## config.mk

```make
export PLATFORM = sky130hd
export DESIGN_NAME = pmc_top
export DESIGN_NICKNAME = d
export VERILOG_FILES = /design/src/core/pmc_pkg.sv /design/src/core/pmc_top.sv
export SDC_FILE = /design/constraint.sdc
export NUM_CORES = 1
export LEC_CHECK = 0
export BUFFER_PORTS_ARGS = -buffer_cell sky130_fd_sc_hd__buf_2
export CORE_ASPECT_RATIO = 0.9
export CORE_MARGIN = 2
export CORE_UTILIZATION = 45
export DETAILED_ROUTE_END_ITERATION = 10
export MAX_ROUTING_LAYER = met4
export PLACE_DENSITY = 0.64
export SYNTH_ARGS = -nofsm -noshare
export SYNTH_HDL_FRONTEND = slang
export SYNTH_SLANG_ARGS = --single-unit
```

## constraint.sdc

```tcl
create_clock -name clk_i -period 7.6 [get_ports clk_i]
set_clock_uncertainty 0.2 [all_clocks]
set_input_delay 0.76 -clock clk_i [delete_from_list [all_inputs] [get_ports clk_i]]
set_output_delay 0.76 -clock clk_i [all_outputs]
set_load 0.005 [all_outputs]
```

## src/core/pmc_pkg.sv

```systemverilog
// pmc_pkg: constants, register map and types of the prescaler / power mode block
// assumes an apb master with 32-bit data and 8-bit byte addresses
`default_nettype none
package pmc_pkg;
	// register byte offsets
	localparam logic [7:0] PMC_OFS_CTL1 = 8'h00;
	localparam logic [7:0] PMC_OFS_CTL2 = 8'h04;
	localparam logic [7:0] PMC_OFS_MSTBY = 8'h08;
	localparam logic [7:0] PMC_OFS_PINS = 8'h0C;
	localparam logic [7:0] PMC_OFS_DIVSEL = 8'h10;
	localparam logic [7:0] PMC_OFS_CMD = 8'h14;
	localparam logic [7:0] PMC_OFS_STAT = 8'h18;
	// field positions
	localparam int unsigned PMC_STBY_SEL_BIT = 7;
	localparam int unsigned PMC_ACT_DIV_LSB = 0;
	localparam int unsigned PMC_SUB_DIV_LSB = 4;
	localparam int unsigned PMC_PINS_OSC_BIT = 0;
	localparam int unsigned PMC_CMD_SLEEP_BIT = 0;
	localparam int unsigned PMC_CMD_TO_SUB_BIT = 1;
	localparam int unsigned PMC_CMD_TO_ACT_BIT = 2;
	localparam int unsigned PMC_STAT_RUN_BIT = 4;
	localparam int unsigned PMC_STAT_OSC_BIT = 5;
	// widths and counts
	localparam int unsigned PMC_PSC_S_W = 13;
	localparam int unsigned PMC_PSC_W_W = 5;
	localparam int unsigned PMC_NPERIPH = 8;
	localparam int unsigned PMC_TAP_W = 4;
	localparam logic [3:0] PMC_TAP_MAX = 4'hC;
	localparam logic [1:0] PMC_WATCH_DIV_TC = 2'h3; // watch clock divided by four
	// active divider terminal counts (ratio - 1)
	localparam logic [5:0] PMC_TC_DIV1 = 6'h00;
	localparam logic [5:0] PMC_TC_DIV8 = 6'h07;
	localparam logic [5:0] PMC_TC_DIV16 = 6'h0F;
	localparam logic [5:0] PMC_TC_DIV32 = 6'h1F;
	localparam logic [5:0] PMC_TC_DIV64 = 6'h3F;
	// subclock divider terminal counts
	localparam logic [2:0] PMC_TC_SUB2 = 3'h1;
	localparam logic [2:0] PMC_TC_SUB4 = 3'h3;
	localparam logic [2:0] PMC_TC_SUB8 = 3'h7;
	// reset values
	localparam logic [7:0] PMC_CTL1_RST = 8'h00;
	localparam logic [7:0] PMC_CTL2_RST = 8'h00;
	localparam logic [7:0] PMC_MSTBY_RST = 8'h00;
	localparam logic [31:0] PMC_DIVSEL_RST = 32'h0000_0000;

	typedef enum logic [2:0] {
		PMC_ACTIVE, PMC_SUBACTIVE, PMC_SLEEP, PMC_SUBSLEEP, PMC_STANDBY
	} pmc_mode_t;

	typedef struct packed {
		logic psel;
		logic penable;
		logic pwrite;
		logic [7:0] paddr;
		logic [31:0] pwdata;
	} pmc_apb_req_t;

	typedef struct packed {
		logic pready;
		logic [31:0] prdata;
		logic pslverr;
	} pmc_apb_rsp_t;

	typedef struct packed {
		pmc_mode_t mode;
		logic [7:0] ctl1;
		logic [7:0] ctl2;
		logic [7:0] mstby;
		logic pins_osc;
		logic [31:0] divsel;
		logic [12:0] psc_s;
		logic [4:0] psc_w;
		logic [1:0] wdiv;
		logic [5:0] sdiv;
		logic [2:0] subdiv;
		logic pready;
		logic pslverr;
		logic [31:0] prdata;
		logic cpu_tick;
		logic [7:0] ptick;
		logic rtc_tick;
		logic osc_en;
	} pmc_state_t;
endpackage
`default_nettype wire

```

## src/core/pmc_top.sv

```systemverilog
// pmc_top: system / subclock prescalers, operating mode control, apb registers
// assumes sub_tick_i is a one-cycle pulse per watch clock period, synchronous to clk_i
//
// Added by the designer: the APB slave port and the register offsets.
`default_nettype none

// Behaviour
// system prescaler is a 13-bit up-counter; its taps feed peripheral clocks.
// reset clears the system prescaler; it counts once reset ends.
// main oscillator stops in standby and subsleep.
// in standby or subsleep the system prescaler halts at zero.
// software can neither read nor write the system prescaler count.
// each peripheral picks its own tap of the system prescaler.
// in active and sleep the prescaler input is the divided system clock.
// subclock prescaler is 5 bits, fed by watch clock over four, drives rtc.
// reset clears the subclock prescaler; it counts once reset ends.
// subclock prescaler keeps counting in standby, subactive and subsleep.
// active system clock is oscillator over 1, 8, 16, 32 or 64.
// subactive clock is watch clock over 2, 4 or 8.
// sleep halts the cpu; peripherals keep the system clock.
// subsleep halts the cpu; peripherals run on the subclock.
// standby halts cpu and peripherals; rtc time base keeps going.
// module standby halts single peripherals in any mode.
// standby select bit 7 picks standby or sleep on a sleep command.
// oscillator pins double as port c lines, chosen by a control bit.
// both prescalers wrap to zero after all ones and keep counting.
module pmc_top
	import pmc_pkg::*;
(
	input wire logic clk_i, // 100 MHz system clock
	input wire logic rst_i, // synchronous reset, active high
	input wire pmc_pkg::pmc_apb_req_t apb_i, // apb request
	output logic [$bits(pmc_pkg::pmc_apb_rsp_t)-1:0] apb_o, // apb answer
	input wire logic sub_tick_i, // watch clock pulse
	input wire logic wake_i, // wake event pulse
	output logic cpu_tick_o, // cpu clock enable
	output logic [7:0] periph_tick_o, // per peripheral clock enable
	output logic rtc_tick_o, // rtc time base pulse
	output logic osc_en_o, // main oscillator enable
	output logic osc_pins_sel_o, // 1: pins act as oscillator, 0: port c lines
	output logic [2:0] mode_o // current operating mode
);
	import pmc_pkg::*;

	pmc_state_t s, n;

	////////////////////////////////////////////////////////////////////////////
	// bus decode
	logic acc, wr, rd_hit, sleep_cmd, to_sub_cmd, to_act_cmd;
	assign acc = apb_i.psel && apb_i.penable && !s.pready;
	assign wr = acc && apb_i.pwrite;
	assign sleep_cmd = wr && apb_i.paddr == PMC_OFS_CMD && apb_i.pwdata[PMC_CMD_SLEEP_BIT];
	assign to_sub_cmd = wr && apb_i.paddr == PMC_OFS_CMD && apb_i.pwdata[PMC_CMD_TO_SUB_BIT];
	assign to_act_cmd = wr && apb_i.paddr == PMC_OFS_CMD && apb_i.pwdata[PMC_CMD_TO_ACT_BIT];
	assign rd_hit = apb_i.paddr inside {PMC_OFS_CTL1, PMC_OFS_CTL2, PMC_OFS_MSTBY,
		PMC_OFS_PINS, PMC_OFS_DIVSEL, PMC_OFS_CMD, PMC_OFS_STAT};

	function automatic logic [5:0] act_tc(input logic [2:0] f);
		unique case (f)
			3'h1: act_tc = PMC_TC_DIV8;
			3'h2: act_tc = PMC_TC_DIV16;
			3'h3: act_tc = PMC_TC_DIV32;
			3'h4: act_tc = PMC_TC_DIV64;
			default: act_tc = PMC_TC_DIV1;
		endcase
	endfunction

	function automatic logic [2:0] sub_tc(input logic [1:0] f);
		unique case (f)
			2'h0: sub_tc = PMC_TC_SUB2;
			2'h1: sub_tc = PMC_TC_SUB4;
			default: sub_tc = PMC_TC_SUB8;
		endcase
	endfunction

	logic sys_en, sub_en, psc_inc, halt_s;
	logic [12:0] psc_nx;
	assign sys_en = s.sdiv == act_tc(s.ctl2[PMC_ACT_DIV_LSB +: 3]);
	assign sub_en = sub_tick_i && s.subdiv == sub_tc(s.ctl2[PMC_SUB_DIV_LSB +: 2]);
	assign halt_s = s.mode inside {PMC_STANDBY, PMC_SUBSLEEP};
	assign psc_inc = s.mode == PMC_SUBACTIVE ? sub_en : sys_en;
	assign psc_nx = s.psc_s + 13'h0001;

	////////////////////////////////////////////////////////////////////////////
	// next state
	always_comb begin
		logic [3:0] tap;
		n = s;
		tap = '0;
		// apb: one wait cycle, then pready for one cycle
		n.pready = acc;
		n.pslverr = acc && !rd_hit;
		n.prdata = '0;
		if (acc && !apb_i.pwrite) begin
			unique case (apb_i.paddr)
				PMC_OFS_CTL1: n.prdata = {24'h00_0000, s.ctl1};
				PMC_OFS_CTL2: n.prdata = {24'h00_0000, s.ctl2};
				PMC_OFS_MSTBY: n.prdata = {24'h00_0000, s.mstby};
				PMC_OFS_PINS: n.prdata = {31'h0000_0000, s.pins_osc};
				PMC_OFS_DIVSEL: n.prdata = s.divsel;
				// status shows mode, cpu tick and oscillator enable; prescaler counts have no path
				PMC_OFS_STAT: n.prdata = {26'h000_0000, s.osc_en, s.cpu_tick, 1'b0, s.mode};
				default: n.prdata = '0;
			endcase
		end
		if (wr) begin
			unique case (apb_i.paddr)
				PMC_OFS_CTL1: n.ctl1 = apb_i.pwdata[7:0];
				PMC_OFS_CTL2: n.ctl2 = apb_i.pwdata[7:0];
				PMC_OFS_MSTBY: n.mstby = apb_i.pwdata[7:0];
				PMC_OFS_PINS: n.pins_osc = apb_i.pwdata[PMC_PINS_OSC_BIT];
				PMC_OFS_DIVSEL: n.divsel = apb_i.pwdata;
				default: ;
			endcase
		end

		// operating mode
		unique case (s.mode)
			PMC_ACTIVE, PMC_SUBACTIVE: begin
				if (sleep_cmd) begin
					if (s.ctl1[PMC_STBY_SEL_BIT]) begin
						n.mode = PMC_STANDBY;
					end else begin
						n.mode = s.mode == PMC_ACTIVE ? PMC_SLEEP : PMC_SUBSLEEP;
					end
				end else if (to_sub_cmd) begin
					n.mode = PMC_SUBACTIVE;
				end else if (to_act_cmd) begin
					n.mode = PMC_ACTIVE;
				end
			end
			PMC_SLEEP, PMC_STANDBY: begin
				if (wake_i) begin
					n.mode = PMC_ACTIVE;
				end
			end
			PMC_SUBSLEEP: begin
				if (wake_i) begin
					n.mode = PMC_SUBACTIVE;
				end
			end
			default: n.mode = PMC_ACTIVE;
		endcase

		// active divider runs off the oscillator clock
		n.sdiv = (sys_en || halt_s) ? 6'h00 : s.sdiv + 6'h01;
		if (sub_tick_i) begin
			n.subdiv = sub_en ? 3'h0 : s.subdiv + 3'h1;
		end

		// system prescaler
		if (halt_s) begin
			n.psc_s = '0;
		end else if (psc_inc) begin
			n.psc_s = psc_nx; // wraps past all ones
		end

		// subclock prescaler never stops outside reset
		n.rtc_tick = 1'b0;
		if (sub_tick_i) begin
			n.wdiv = s.wdiv + 2'h1;
			if (s.wdiv == PMC_WATCH_DIV_TC) begin
				n.psc_w = s.psc_w + 5'h01;
				n.rtc_tick = &s.psc_w;
			end
		end

		// cpu runs only in active and subactive
		unique case (s.mode)
			PMC_ACTIVE: n.cpu_tick = sys_en;
			PMC_SUBACTIVE: n.cpu_tick = sub_en;
			default: n.cpu_tick = 1'b0;
		endcase

		// peripheral clocks: tap rising edge, or subclock in subsleep
		for (int p = 0; p < PMC_NPERIPH; p++) begin
			tap = s.divsel[p*PMC_TAP_W +: PMC_TAP_W];
			if (tap > PMC_TAP_MAX) begin
				tap = PMC_TAP_MAX;
			end
			unique case (s.mode)
				PMC_SUBSLEEP: n.ptick[p] = sub_en;
				PMC_STANDBY: n.ptick[p] = 1'b0;
				default: n.ptick[p] = psc_inc && psc_nx[tap] && !s.psc_s[tap];
			endcase
			if (s.mstby[p]) begin
				n.ptick[p] = 1'b0;
			end
		end

		// oscillator stopped in deep modes
		n.osc_en = s.pins_osc && !(n.mode inside {PMC_STANDBY, PMC_SUBSLEEP});
	end

	always_ff @(posedge clk_i) begin
		if (rst_i) begin
			s <= '0; // mode active, both prescalers zero
			s.ctl1 <= PMC_CTL1_RST;
			s.ctl2 <= PMC_CTL2_RST;
			s.mstby <= PMC_MSTBY_RST;
			s.divsel <= PMC_DIVSEL_RST;
		end else begin
			s <= n;
		end
	end

	////////////////////////////////////////////////////////////////////////////
	// outputs
	assign apb_o = {s.pready, s.prdata, s.pslverr};
	assign cpu_tick_o = s.cpu_tick;
	assign periph_tick_o = s.ptick;
	assign rtc_tick_o = s.rtc_tick;
	assign osc_en_o = s.osc_en;
	assign osc_pins_sel_o = s.pins_osc;
	assign mode_o = s.mode;
endmodule // pmc_top
`default_nettype wire

```

== After elaboration in Yosys (flattened, before gate mapping) ==
Index checks and enable logic that the tools add are counted.

* Multiply operators: 0
* Equality and inequality tests: 20
* Order comparisons: 16
* Bitwise logic cells: 3
* Shift-type cells: 0
* Add/subtract/negate cells: 5
* Divide/modulo/power cells: 0
* Reductions and logical operators: 67
* Muxes and demuxes: 62

{| class="wikitable"
|+ Operators with widths
! kind !! count
|-
| 32-bit case mux with 6 select lines || 1
|-
| 1-bit binary-select mux with 4-bit select || 16
|-
| 4-bit by 5-bit less-than comparator with 1-bit output, second input constant || 8
|-
| 4-bit greater-than comparator, second input constant || 8
|-
| 4-bit 2-to-1 mux || 8
|-
| 1-bit logical AND || 27
|-
| 2-bit OR reduction || 13
|-
| 8-bit by 5-bit equality test with 1-bit output, second input constant || 3
|-
| 6-bit case mux with 4 select lines || 1
|-
| 3-bit 2-to-1 mux || 7
|-
| 1-bit 2-to-1 mux || 18
|-
| 1-bit case mux with 2 select lines || 9
|-
| 8-bit by 4-bit equality test with 1-bit output, second input constant || 2
|-
| 3-bit by 2-bit equality test with 1-bit output, second input constant || 5
|-
| 13-bit by 1-bit adder with 13-bit output, second input constant || 1
|-
| 1-bit zero test || 12
|-
| 2-bit AND reduction || 6
|-
| 3-bit equality test, second input constant || 3
|-
| 3-bit case mux with 3 select lines || 1
|-
| 8-bit by 3-bit equality test with 1-bit output, second input constant || 1
|-
| 8-bit zero test || 1
|-
| 7-bit nonzero test || 1
|-
| 6-bit by 1-bit adder with 6-bit output, second input constant || 1
|-
| 3-bit by 1-bit equality test with 1-bit output, second input constant || 2
|-
| other kinds (15) || 18
|}

* Bits in read-only memories: 0
* Bits in writable memories: 0
* Output and inout port bits: 49
* Memories kept: 0
* Input bits: 47
* Bits in latches: 0
* Word-level logic and storage cells: 198
* Register bits: 134

== Logic depth before layout (Yosys ltp) ==
Gate-level depths: netlist (run 1).

* Depth after elaboration: 13
* Gate-level depth with buffers: 9
* Mapped depth without buffers: 7

== Least setup slack after synthesis (run 1) ==
No wires, ideal clock.

* Kind: in2reg
* From: input port apb_i[33] (netlist bit)
* To: register s, in the netlist osc_en_o
* Data arrival time: 2.846 ns
* Setup slack: 4.422 ns
* Library setup time: 0.132 ns
* Buffers on the path: 0
* Data required time: 7.268 ns
* Stages on the path: 6
* Cell sequence: or4_4 -> or3b_4 -> or4_1 -> or3_1 -> a221oi_2 -> nor4b_1

* Word-level cells in the longest chain between the ends: 11
* Elaborated cells between the ends (all ways): 14
* Those cells by class: eq/ne (3); mux (4); reduce/logical (7)

{| class="wikitable"
|+ Ends and longest elaborated chain
! what !! RTL line !! RTL
|-
| from (decl) || pmc_top.sv:32 || <nowiki>input wire pmc_pkg::pmc_apb_req_t apb_i,</nowiki>
|-
| 8-bit by 5-bit equality test with 1-bit output (*) || pmc_top.sv:52, pmc_top.sv:53, pmc_top.sv:54 ||
|-
| 1-bit logical AND (*) || pmc_top.sv:52, pmc_top.sv:53, pmc_top.sv:54 ||
|-
| 1-bit logical AND || pmc_top.sv:54 || <nowiki>assign to_act_cmd = wr && apb_i.paddr == PMC_OFS_CMD && apb_i.pwdata[PMC_CMD_TO_ACT_BIT];</nowiki>
|-
| 3-bit 2-to-1 mux || pmc_top.sv:128 || <nowiki>end else if (to_act_cmd) begin</nowiki>
|-
| 3-bit 2-to-1 mux || pmc_top.sv:126 || <nowiki>end else if (to_sub_cmd) begin</nowiki>
|-
| 3-bit 2-to-1 mux (*) || pmc_top.sv:120 || <nowiki>if (sleep_cmd) begin</nowiki>
|-
| 3-bit case mux with 3 select lines (*) || pmc_top.sv:118 || <nowiki>unique case (s.mode)</nowiki>
|-
| 3-bit equality test or 3-bit by 2-bit equality test with 1-bit output (tied branches) || pmc_top.sv:192 || <nowiki>n.osc_en = s.pins_osc && !(n.mode inside {PMC_STANDBY, PMC_SUBSLEEP});</nowiki>
|-
| 2-bit nonzero test (*) || pmc_top.sv:192 ||
|-
| 1-bit zero test (*) || pmc_top.sv:192 ||
|-
| 1-bit logical AND (*) || pmc_top.sv:192 ||
|-
| to (signal assigned) || pmc_top.sv:203 || <nowiki>s <= n;</nowiki>
|-
| to (decl) || pmc_top.sv:45 || <nowiki>pmc_state_t s, n;</nowiki>
|}

Mark *: on every way between the ends. The rest lies on a longest branch, timed or not.
A chain may end at the register's enable or synchronous reset.

== Worst setup path in the final report (run 1) ==
* From: register s[61] (netlist bit)
* To: register s, in the netlist periph_tick_o[7]

* Word-level cells in the longest chain between the ends: 6
* Elaborated cells between the ends (all ways): 9
* Those cells by class: add/sub (1); mux (5); reduce/logical (3)

{| class="wikitable"
|+ Ends and longest elaborated chain
! what !! RTL line !! RTL
|-
| 13-bit by 1-bit adder with 13-bit output || pmc_top.sv:82 || <nowiki>assign psc_nx = s.psc_s + 13'h0001;</nowiki>
|-
| 1-bit binary-select mux with 4-bit select || pmc_top.sv:184 || <nowiki>default: n.ptick[p] = psc_inc && psc_nx[tap] && !s.psc_s[tap];</nowiki>
|-
| 1-bit 2-to-1 mux (not written as such) || pmc_top.sv:184 ||
|-
| 1-bit logical AND || pmc_top.sv:184 ||
|-
| 1-bit logical AND (*) || pmc_top.sv:184 ||
|-
| 1-bit case mux with 2 select lines (*) || pmc_top.sv:181 || <nowiki>unique case (s.mode)</nowiki>
|}

Mark *: on every way between the ends. The rest lies on a longest branch, timed or not. The select of a mux whose other input is x is not followed.

==> results of run 1 <==
worst reg2reg max path, stage by stage (launching register included):
cell      delay [ns]
dfxtp_1         0.63
nand4_1         0.39
nor3b_1         1.08
a21oi_1         0.15
o311ai_0        0.32
a221oi_1        0.13
nor4_1          0.47
metal layers:
| layer | GRT usage | part of all wire |
|---|---|---|
| met1 | 0.318 | 0.47 |
| met2 | 0.327 | 0.44 |
| met3 | 0.0633 | 0.079 |
| met4 | 0.0572 | 0.0086 |
| met5 | - | 0 |
synthesized netlist by cell type, types with 6 or more instances:
cell / count
o21ai_0: 23
a22oi_1: 9
buf_4: 48
nand3_1: 29
or3_1: 15
nor4_1: 12
buf_1: 10
mux2i_1: 28
nor2_1: 63
a211oi_1: 19
xor2_1: 9
xnor2_1: 8
nor3_1: 23
dfxtp_1: 134
inv_1: 24
and2_1: 12
a21oi_1: 85
ha_1: 6
nand2_1: 113
nand2b_1: 11
nor2b_1: 7
a311oi_1: 11
mux4_2: 7
clkbuf_1: 42
cell type report:
| type | count | area (µm²) | share of cell area |
|---|---|---|---|
| repair buffers | 98 | 498 | 0.0650 |
| clock buffers | 20 | 447 | 0.0583 |
| well taps | 202 | 253 | 0.0330 |
| clock inverters | 9 | 106 | 0.0139 |
| inverters | 24 | 90.1 | 0.0118 |
| flip-flops and latches | 134 | 2680 | 0.350 |
| multi-input cells | 582 | 3580 | 0.468 |
registers in the layout (all words and copies together) (netlist names):
signal,cells
s,85
periph_tick_o,8
mode_o,3
apb_o,34
cpu_tick_o,1
osc_en_o,1
osc_pins_sel_o,1
rtc_tick_o,1
power groups by stage:
stage	logic [mW]	registers, mW	clock network (mW)
floorplan	0.0459	0.729	0
global placement	0.0685	0.732	0
detailed placement	0.0687	0.733	0
CTS	0.0691	0.717	0.799
global route	0.0754	0.718	0.828
finish	0.0690	0.717	0.786
cell families (layout without fill, tap and decap cells):
kind of cell / count (synthesis) / in the layout
AND/OR/NAND/NOR: 330 / 330
AO/OA/AOI/OAI: 189 / 189
flip-flops: 134 / 134
buffers and inverters: 127 / 151
multiplexers: 40 / 40
XOR/XNOR: 17 / 17
adder cells (fa/ha/maj): 6 / 6
stage by stage:
stage	worst slack, ns	cell area (µm²)
after floorplan	4.42	6930
after global placement	3.90	7110
after detailed placement	3.79	7110
after CTS	4.15	7660
after global routing	3.92	7660
final	4.09	7660
how the worst max path moves through the flow:
stage	depth (start not counted)	startpoint	endpoint	slack [ns]
2_1_floorplan	6	apb_i[33]	osc_en_o	4.42
3_3_place_gp	7	apb_i[33]	s[99]	3.90
3_5_place_dp	7	apb_i[33]	s[99]	3.79
4_1_cts	6	s[61]	periph_tick_o[7]	4.15
5_1_grt	7	s[61]	periph_tick_o[0]	3.92
6_report	6	s[61]	periph_tick_o[7]	4.09
==> key figures, run 1 <==
Setup path
  – R2R setup slack: 4.09 ns
  – Crit path required time: 7.68 ns
  – Crit-path cells: nand4_1 > nor3b_1 > a21oi_1 > o311ai_0 > a221oi_1 > nor4_1
  – CP Capture Type: flip-flop
  – Startpoint types: flip-flop
  – Worst R2R End: periph_tick_o[7]
  – Critical path class: reg -> reg
  – CP max stage delay: 1.08 ns
  – Worst R2R Start: s[61]
  – Critical-path maximum fanout: 13
  – CP Data Arrival Time: 3.59 ns
  – WP buf/inv: 0
  – Worst path slowest cell: nor3b_1
  – Reg2Reg Depth: 6
  – CP delay by family, top: simple AND/OR/NAND/NOR gates

CTS
  – Hold buffers post-CTS: 0
  – Clk pin slew, worst setup/hold paths: 0.06 ns
  – CTS root buffer: clkbuf_16
  – Clk sink count: 134
  – PostCTS Resize Cnt: 0
  – H-tree lvl count: 4
  – Total setup buffers inserted after CTS: 0
  – CTS buffer count: 17
  – Clock latency on the worst-skew pair: 0.43 ns
  – Deepest clock path buffer count: 2
  – CTS tree: built

Logic synthesis
  – Leading register cell type out of synthesis: dfxtp_1
  – Adder-cell area share of the yosys netlist: 0.0108
  – Gate Count Post-Synth: 843
  – #FFs+latches synth: 134
  – Yosys warnings: 0
  – Post-synthesis compound-gate area fraction: 0.174
  – Asr flop ratio synth: 0
  – Dominant cells by area after synthesis: dfxtp_1, a21oi_1, nand2_1
  – Area share of the largest cell type after synthesis: 0.387
  – Unique masters post-synth: 70
  – Syn_area_per_cell: 8.22 µm²
  – XOR/XNOR share of the synthesized area: 0.0215
  – Leading area contributor after synthesis: dfxtp_1
  – Number of synthesized flops with an enable pin: 0
  – Largest family of logic cells by synthesized area: simple AND/OR/NAND/NOR gates
  – Area share of and/or/nand/nor cells after synthesis: 0.238
  – Syn Std Cell Area: 6930 µm²
  – Post-synthesis net count: 896
  – Sequential fraction of the synthesis area: 0.387
  – Mux cell area share after synthesis: 0.0714

Global route
  – First-pass GRT wire length: 28500 µm
  – Final global-route overflow total: 0
  – Pin count of the biggest net entering global routing: 64
  – Initial antenna violation count: 0
  – Vias in the first global route: 5345
  – GRT Total Usage: 0.228

Floorplan
  – Core Rows: 43
  – Core ar.: 15200 µm²
  – Die height: 122 µm
  – I/O pin total: 96
  – Starting Density: 0.455
  – Die X: 135 µm
  – Die area: 16400 µm²

Timing
  – Tcrit/Tclk final: 0.462
  – Hold WS: 0.259 ns
  – Max-slew violations: 0
  – Final Hold Viols: 0
  – Total Neg Setup Slack: 0 ns
  – Rel. slew slack: 0.179
  – Endpoints failing setup: 0
  – FMAX: 0.285 GHz
  – Worst-margin pin slew: 1.23 ns
  – RSZ-0062 raised after global routing: false
  – Fin crit period: 3.51 ns

Pwr
  – Leakage: 2.82 nW
  – Clk pwr share: 0.500
  – Net switching fraction of the power: 0.222
  – P_int: 1.22 mW
  – NetSw: 0.350 mW
  – Combinational Power Share: 0.044
  – Sequential share of power: 0.456
  – Final Power: 1.57 mW
  – Worst vdd ir: 0.000160 V
  – Pwr Density: 205 nW/µm²

Finish
  – Final Core Density: 0.503
  – Nets@finish: 910
  – Share of layout cells above drive strength 1: 0.175
  – # fillers: 1486
  – Commonest non-fill, non-tap cell in the layout: dfxtp_1
  – Non-filler cells, final: 1069
  – Commonest cells after routing, fill and taps aside: dfxtp_1, nand2_1, buf_2
  – Diodes inserted: 0
  – Layout overhead on the synthesized area: 10.6%

Place
  – PortBufs: 95
  – Placed Cells: 1040
  – Final estimated routing congestion in global placement: 0.953
  – Detail Placement HPWL: 12500 µm

Routing
  – Residual DRC count: 0
  – DRT Wirelength: 18100 µm
  – Routed WL per cell: 16.9 µm
  – Vias/cell: 5.74
  – DRT iter0 DRCs: 595
  – 1st-pass router iterations: 5
  – Antenna Violating Nets Remaining: 0
  – Vias: 6139

Hold path
  – Hold_sp: s[48]
  – Hold Path Sink: s[48]
  – Hold Path Depth: 1
  – Worst hold path class: reg -> reg

Outcome
  – Status: finished clean

Job
  – Maxcap violations: 0
(Power assumes the default switching activity.)
==> run 2, diff against run 1 <==
==> constraint.sdc (replaced) <==
create_clock -name clk_i -period 3.6 [get_ports clk_i]
set_clock_uncertainty 0.2 [all_clocks]
set_input_delay 0.36 -clock clk_i [delete_from_list [all_inputs] [get_ports clk_i]]
set_output_delay 0.36 -clock clk_i [all_outputs]
set_load 0.005 [all_outputs]
==> run 2 against run 1 <==
Effect of this change: cell area is 3.9% higher; flip-flop and latch count stayed put; largest power group unchanged; utilization is 1.9 points higher; total power is 100% higher; critical endpoint is now periph_tick_o[4]; via count is 1.3% higher; largest cell class unchanged; clock-buffer cell count is 1 higher; hold slack worse by 0.24 ns; worst setup slack worse by 3.5 ns; fmax is 17% higher.
==> key figures, run 2 (same netlist as run 1, synthesis figures left out) <==
Outcome
  – Status: finished clean

Pwr
  – Sequential share of power: 0.470
  – P_int: 2.46 mW
  – Leakage: 2.96 nW
  – Combinational Power Share: 0.052
  – Net switching fraction of the power: 0.238
  – Worst vdd ir: 0.000317 V
  – Final Power: 3.22 mW
  – Pwr Density: 405 nW/µm²
  – NetSw: 0.766 mW
  – Clk pwr share: 0.478

Routing
  – DRT iter0 DRCs: 588
  – Routed WL per cell: 16.8 µm
  – Antenna Violating Nets Remaining: 0
  – Vias: 6221
  – Residual DRC count: 0
  – Vias/cell: 5.61
  – 1st-pass router iterations: 5
  – DRT Wirelength: 18600 µm

Global route
  – First-pass GRT wire length: 29400 µm
  – Vias in the first global route: 5546
  – Pin count of the biggest net entering global routing: 35
  – Initial antenna violation count: 0
  – Final global-route overflow total: 0
  – GRT Total Usage: 0.236

Floorplan
  – Die area: 16400 µm²
  – Die X: 135 µm
  – Starting Density: 0.455
  – Core ar.: 15200 µm²
  – Die height: 122 µm
  – I/O pin total: 96
  – Core Rows: 43

Timing
  – Tcrit/Tclk final: 0.836
  – Fin crit period: 3.01 ns
  – FMAX: 0.332 GHz
  – Hold WS: 0.0180 ns
  – Endpoints failing setup: 0
  – Total Neg Setup Slack: 0 ns
  – RSZ-0062 raised after global routing: false
  – Max-slew violations: 0
  – Final worst slack: 0.592 ns
  – Final Hold Viols: 0
  – Rel. slew slack: 0.325
  – Worst-margin pin slew: 1.01 ns

CTS
  – CTS buffer count: 17
  – Clk pin slew, worst setup/hold paths: 0.06 ns
  – H-tree lvl count: 4
  – Hold buffers post-CTS: 23
  – CTS tree: built
  – Total setup buffers inserted after CTS: 0
  – CTS root buffer: clkbuf_16
  – Clock latency on the worst-skew pair: 0.42 ns
  – Clk sink count: 134
  – Deepest clock path buffer count: 2
  – PostCTS Resize Cnt: 0

Finish
  – # fillers: 1458
  – Nets@finish: 947
  – Non-filler cells, final: 1109
  – Layout overhead on the synthesized area: 14.8%
  – Share of layout cells above drive strength 1: 0.183
  – Diodes inserted: 0
  – Biggest register: s
  – Commonest cells after routing, fill and taps aside: dfxtp_1, nand2_1, buf_2
  – Max reg flops: 85
  – Commonest non-fill, non-tap cell in the layout: dfxtp_1

Setup path
  – Worst R2R Start: s[61]
  – Critical-path maximum fanout: 13
  – Worst R2R End: periph_tick_o[4]
  – R2R setup slack: 0.59 ns
  – CP Capture Type: flip-flop
  – Critical path class: reg -> reg
  – CP Data Arrival Time: 3.13 ns
  – Crit path required time: 3.72 ns
  – Reg2Reg Depth: 6
  – Startpoint types: flip-flop

Job
  – Maxcap violations: 0

Place
  – Placed Cells: 1054
  – Worst slack, placed: 0.562 ns
  – Final estimated routing congestion in global placement: 0.905
  – Detail Placement HPWL: 12900 µm
  – PortBufs: 95

Hold path
  – Hold Path Sink: s[100]
  – Hold_sp: apb_i[26]
  – Worst hold path class: in -> reg
  – Hold Path Depth: 3
run 2: changes by cell type in the layout (fill, tap and decap cells not counted):
cell | previous run | this run
nor4_2 | 1 | 0
dlygate4sd3_1 | 0 | 23
clkinvlp_4 | 3 | 5
nor4_1 | 11 | 12
clkbuf_8 | 1 | 0
clkbuf_1 | 2 | 4
clkinv_4 | 1 | 2
inv_6 | 0 | 1
bufinv_16 | 2 | 0
buf_4 | 3 | 17
run 2: how the worst max path moves through the flow:
stage	slack, ns	to	start	cells after the start
after floorplan	0.82	osc_en_o	apb_i[33]	6
after global placement	0.59	s[84]	apb_i[33]	8
after detailed placement	0.56	s[98]	apb_i[33]	8
after CTS	0.61	s[73]	s[117]	6
after global routing	0.41	periph_tick_o[5]	s[61]	6
final	0.59	periph_tick_o[4]	s[61]	6
run 2: final cells by class:
cell class,count,area (µm²),area share
timing repair buffer,135,833,0.105
clock buffer,21,440,0.0554
multi-input combinational,582,3580,0.450
inverter,24,90.1,0.0113
sequential,134,2680,0.337
tap,202,253,0.0318
clock inverter,11,78.8,0.00991
run 2: critical path, cell delays in order (launching register included):
cell and delay, ns:
dfxtp_1 0.67, nand4_1 0.37, or3_1 0.64, a21oi_1 0.20
a21oi_1 0.09, or4b_1 0.49, a311oi_1 0.24
run 2: power groups by stage:
stage          logic [mW]  clock network (mW)  registers, mW
2_1_floorplan      0.0969                   0           1.54
3_3_place_gp        0.147                   0           1.55
3_5_place_dp        0.148                   0           1.55
4_1_cts             0.168                1.56           1.51
5_1_grt             0.184                1.63           1.52
6_report            0.169                1.54           1.52
run 2: through the flow:
stage | utilization | area [µm²]
5_1_grt | 0.522 | 7960
3_3_place_gp | 0.473 | 7210
6_report | 0.522 | 7960
2_1_floorplan | - | 6930
4_1_cts | 0.522 | 7960
3_5_place_dp | 0.473 | 7210
run 2: metal layers:
metal	GRT usage	routed length [µm]	vias up
met3	0.0400	1170	26
met1	0.340	9050	2933
li1	-	-	3064
met2	0.333	8040	198
met5	-	0	-
met4	0.0842	379	0
==> run 3, diff against run 2 <==
==> constraint.sdc (replaced) <==
create_clock -name clk_i -period 2.89 [get_ports clk_i]
set_clock_uncertainty 0.2 [all_clocks]
set_input_delay 0.289 -clock clk_i [delete_from_list [all_inputs] [get_ports clk_i]]
set_output_delay 0.289 -clock clk_i [all_outputs]
set_load 0.005 [all_outputs]
==> run 3 against run 2 <==
Effect of this change: register-to-register slack worse by 0.44 ns; die area unchanged; utilization is 2.6 points higher; hold slack better by 0.011 ns; highest routed layer unchanged; largest power group unchanged; cell area is 5.0% higher; sequential power up 24%; total power is 33% higher; clock-buffer cell count did not move.
==> key figures, run 3 (same netlist as run 1, synthesis figures left out) <==
Outcome
  – Status: finished clean

Timing
  – Fin crit period: 2.73 ns
  – RSZ-0062 raised after global routing: false
  – Final Hold Viols: 0
  – Endpoints failing setup: 0
  – Total Neg Setup Slack: 0 ns
  – Max-slew violations: 0
  – Worst-margin pin slew: 0.597 ns
  – Rel. slew slack: 0.601
  – FMAX: 0.366 GHz
  – Tcrit/Tclk final: 0.946

Routing
  – DRT iter0 DRCs: 540
  – DRT Wirelength: 19000 µm
  – Vias: 6348
  – Antenna Violating Nets Remaining: 0
  – Routed WL per cell: 16.6 µm
  – 1st-pass router iterations: 5
  – Vias/cell: 5.55
  – Residual DRC count: 0

Finish
  – Commonest non-fill, non-tap cell in the layout: dfxtp_1
  – Diodes inserted: 0
  – Layout overhead on the synthesized area: 20.6%
  – Max reg flops: 85
  – # fillers: 1384
  – Non-filler cells, final: 1144
  – Nets@finish: 982
  – Final Core Density: 0.549
  – Share of layout cells above drive strength 1: 0.202
  – Commonest cells after routing, fill and taps aside: dfxtp_1, nand2_1, buf_2
  – Biggest register: s

Global route
  – First-pass GRT wire length: 30500 µm
  – Pin count of the biggest net entering global routing: 80
  – Final global-route overflow total: 0
  – Vias in the first global route: 5863
  – GRT Total Usage: 0.244
  – Initial antenna violation count: 0

CTS
  – Clk pin slew, worst setup/hold paths: 0.06 ns
  – Clock latency on the worst-skew pair: 0.42 ns
  – Clk sink count: 134
  – CTS tree: built
  – CTS buffer count: 17
  – CTS root buffer: clkbuf_16
  – Deepest clock path buffer count: 2
  – H-tree lvl count: 4
  – Total setup buffers inserted after CTS: 0

Setup path
  – Critical-path maximum fanout: 16
  – Crit-path cells: or3b_4 > and3_1 > or4b_4 > o22a_2 > buf_4 > or3_1 > a21oi_1
  – Worst path slowest cell: or4b_4
  – Startpoint types: flip-flop
  – Crit path required time: 3.04 ns
  – Critical path class: reg -> reg
  – CP Data Arrival Time: 2.88 ns
  – CP Capture Type: flip-flop
  – CP max stage delay: 0.55 ns

Floorplan
  – I/O pin total: 96
  – Die X: 135 µm
  – Starting Density: 0.455
  – Core ar.: 15200 µm²
  – Die height: 122 µm
  – Die area: 16400 µm²
  – Core Rows: 43

Hold path
  – Worst hold path class: in -> reg

Place
  – Detail Placement HPWL: 13300 µm
  – Final estimated routing congestion in global placement: 0.930
  – PortBufs: 95
  – Placed Cells: 1076

Pwr
  – Leakage: 3.18 nW
  – Worst vdd ir: 0.000449 V
  – Pwr Density: 515 nW/µm²

Job
  – Maxcap violations: 0
-- run 3: worst max-delay path: cells and delay by family (launching register included) --
family                 cells  cell delay [ns]
AOI/OAI and AO/OA          2             0.45
DFF                        1             0.33
and+or+nand+nor            4             1.49
buffers and inverters      1             0.19
-- run 3: layer usage --
layer	global-route usage	share of wire	vias up
li1	-	-	3125
met1	0.330	0.47	2961
met2	0.360	0.44	240
met5	-	0	-
met4	0.0842	0.013	0
met3	0.0578	0.076	22
-- run 3: repair_timing --
action                                  CTS  global route
hold buffers                             36             0
endpoints found under the setup margin    0             6
resized for setup                         0             2
hold endpoints to repair                 48             0
-- run 3: final timing paths --
check	startpoint	to	slack, ns	cells after the start
worst max-delay path	s[117]	s[71]	0.16	7
worst min-delay path	apb_i[36]	apb_o[0]	0.03	3
worst max register to register	s[117]	s[71]	0.16	7
worst min register to register	s[48]	s[48]	0.26	1
-- run 3: layout make-up --
type | count | area, µm² | share of cell area
Clock buffer | 21 | 440 | 0.0527
Clock inverter | 11 | 150 | 0.0180
Inverter | 24 | 90.1 | 0.0108
Multi-Input combinational cell | 582 | 3580 | 0.429
Sequential cell | 134 | 2680 | 0.321
Tap cell | 202 | 253 | 0.0303
Timing Repair Buffer | 170 | 1150 | 0.138
-- run 3: report_power, final --
| part | internal (mW) | switching, mW | total [mW] |
|---|---|---|---|
| Combinational | 0.118 | 0.118 | 0.236 |
| Sequential | 1.87 | 0.0168 | 1.88 |
| Clock | 1.36 | 0.818 | 2.18 |
-- run 3: metrics by stage --
stage / worst slack, ns / instance area [µm²] / total power, mW / hold WS [ns]
floorplan: 0.183 / 6930 / 2.04 / 0.214
global placement: 0.0579 / 7400 / 2.12 / 0.240
detailed placement: 0.0491 / 7400 / 2.12 / 0.248
CTS: 0.0635 / 8350 / 4.33 / 0.0116
global route: 0.0368 / 8350 / 4.44 / 0.0365
finish: 0.156 / 8350 / 4.30 / 0.0288
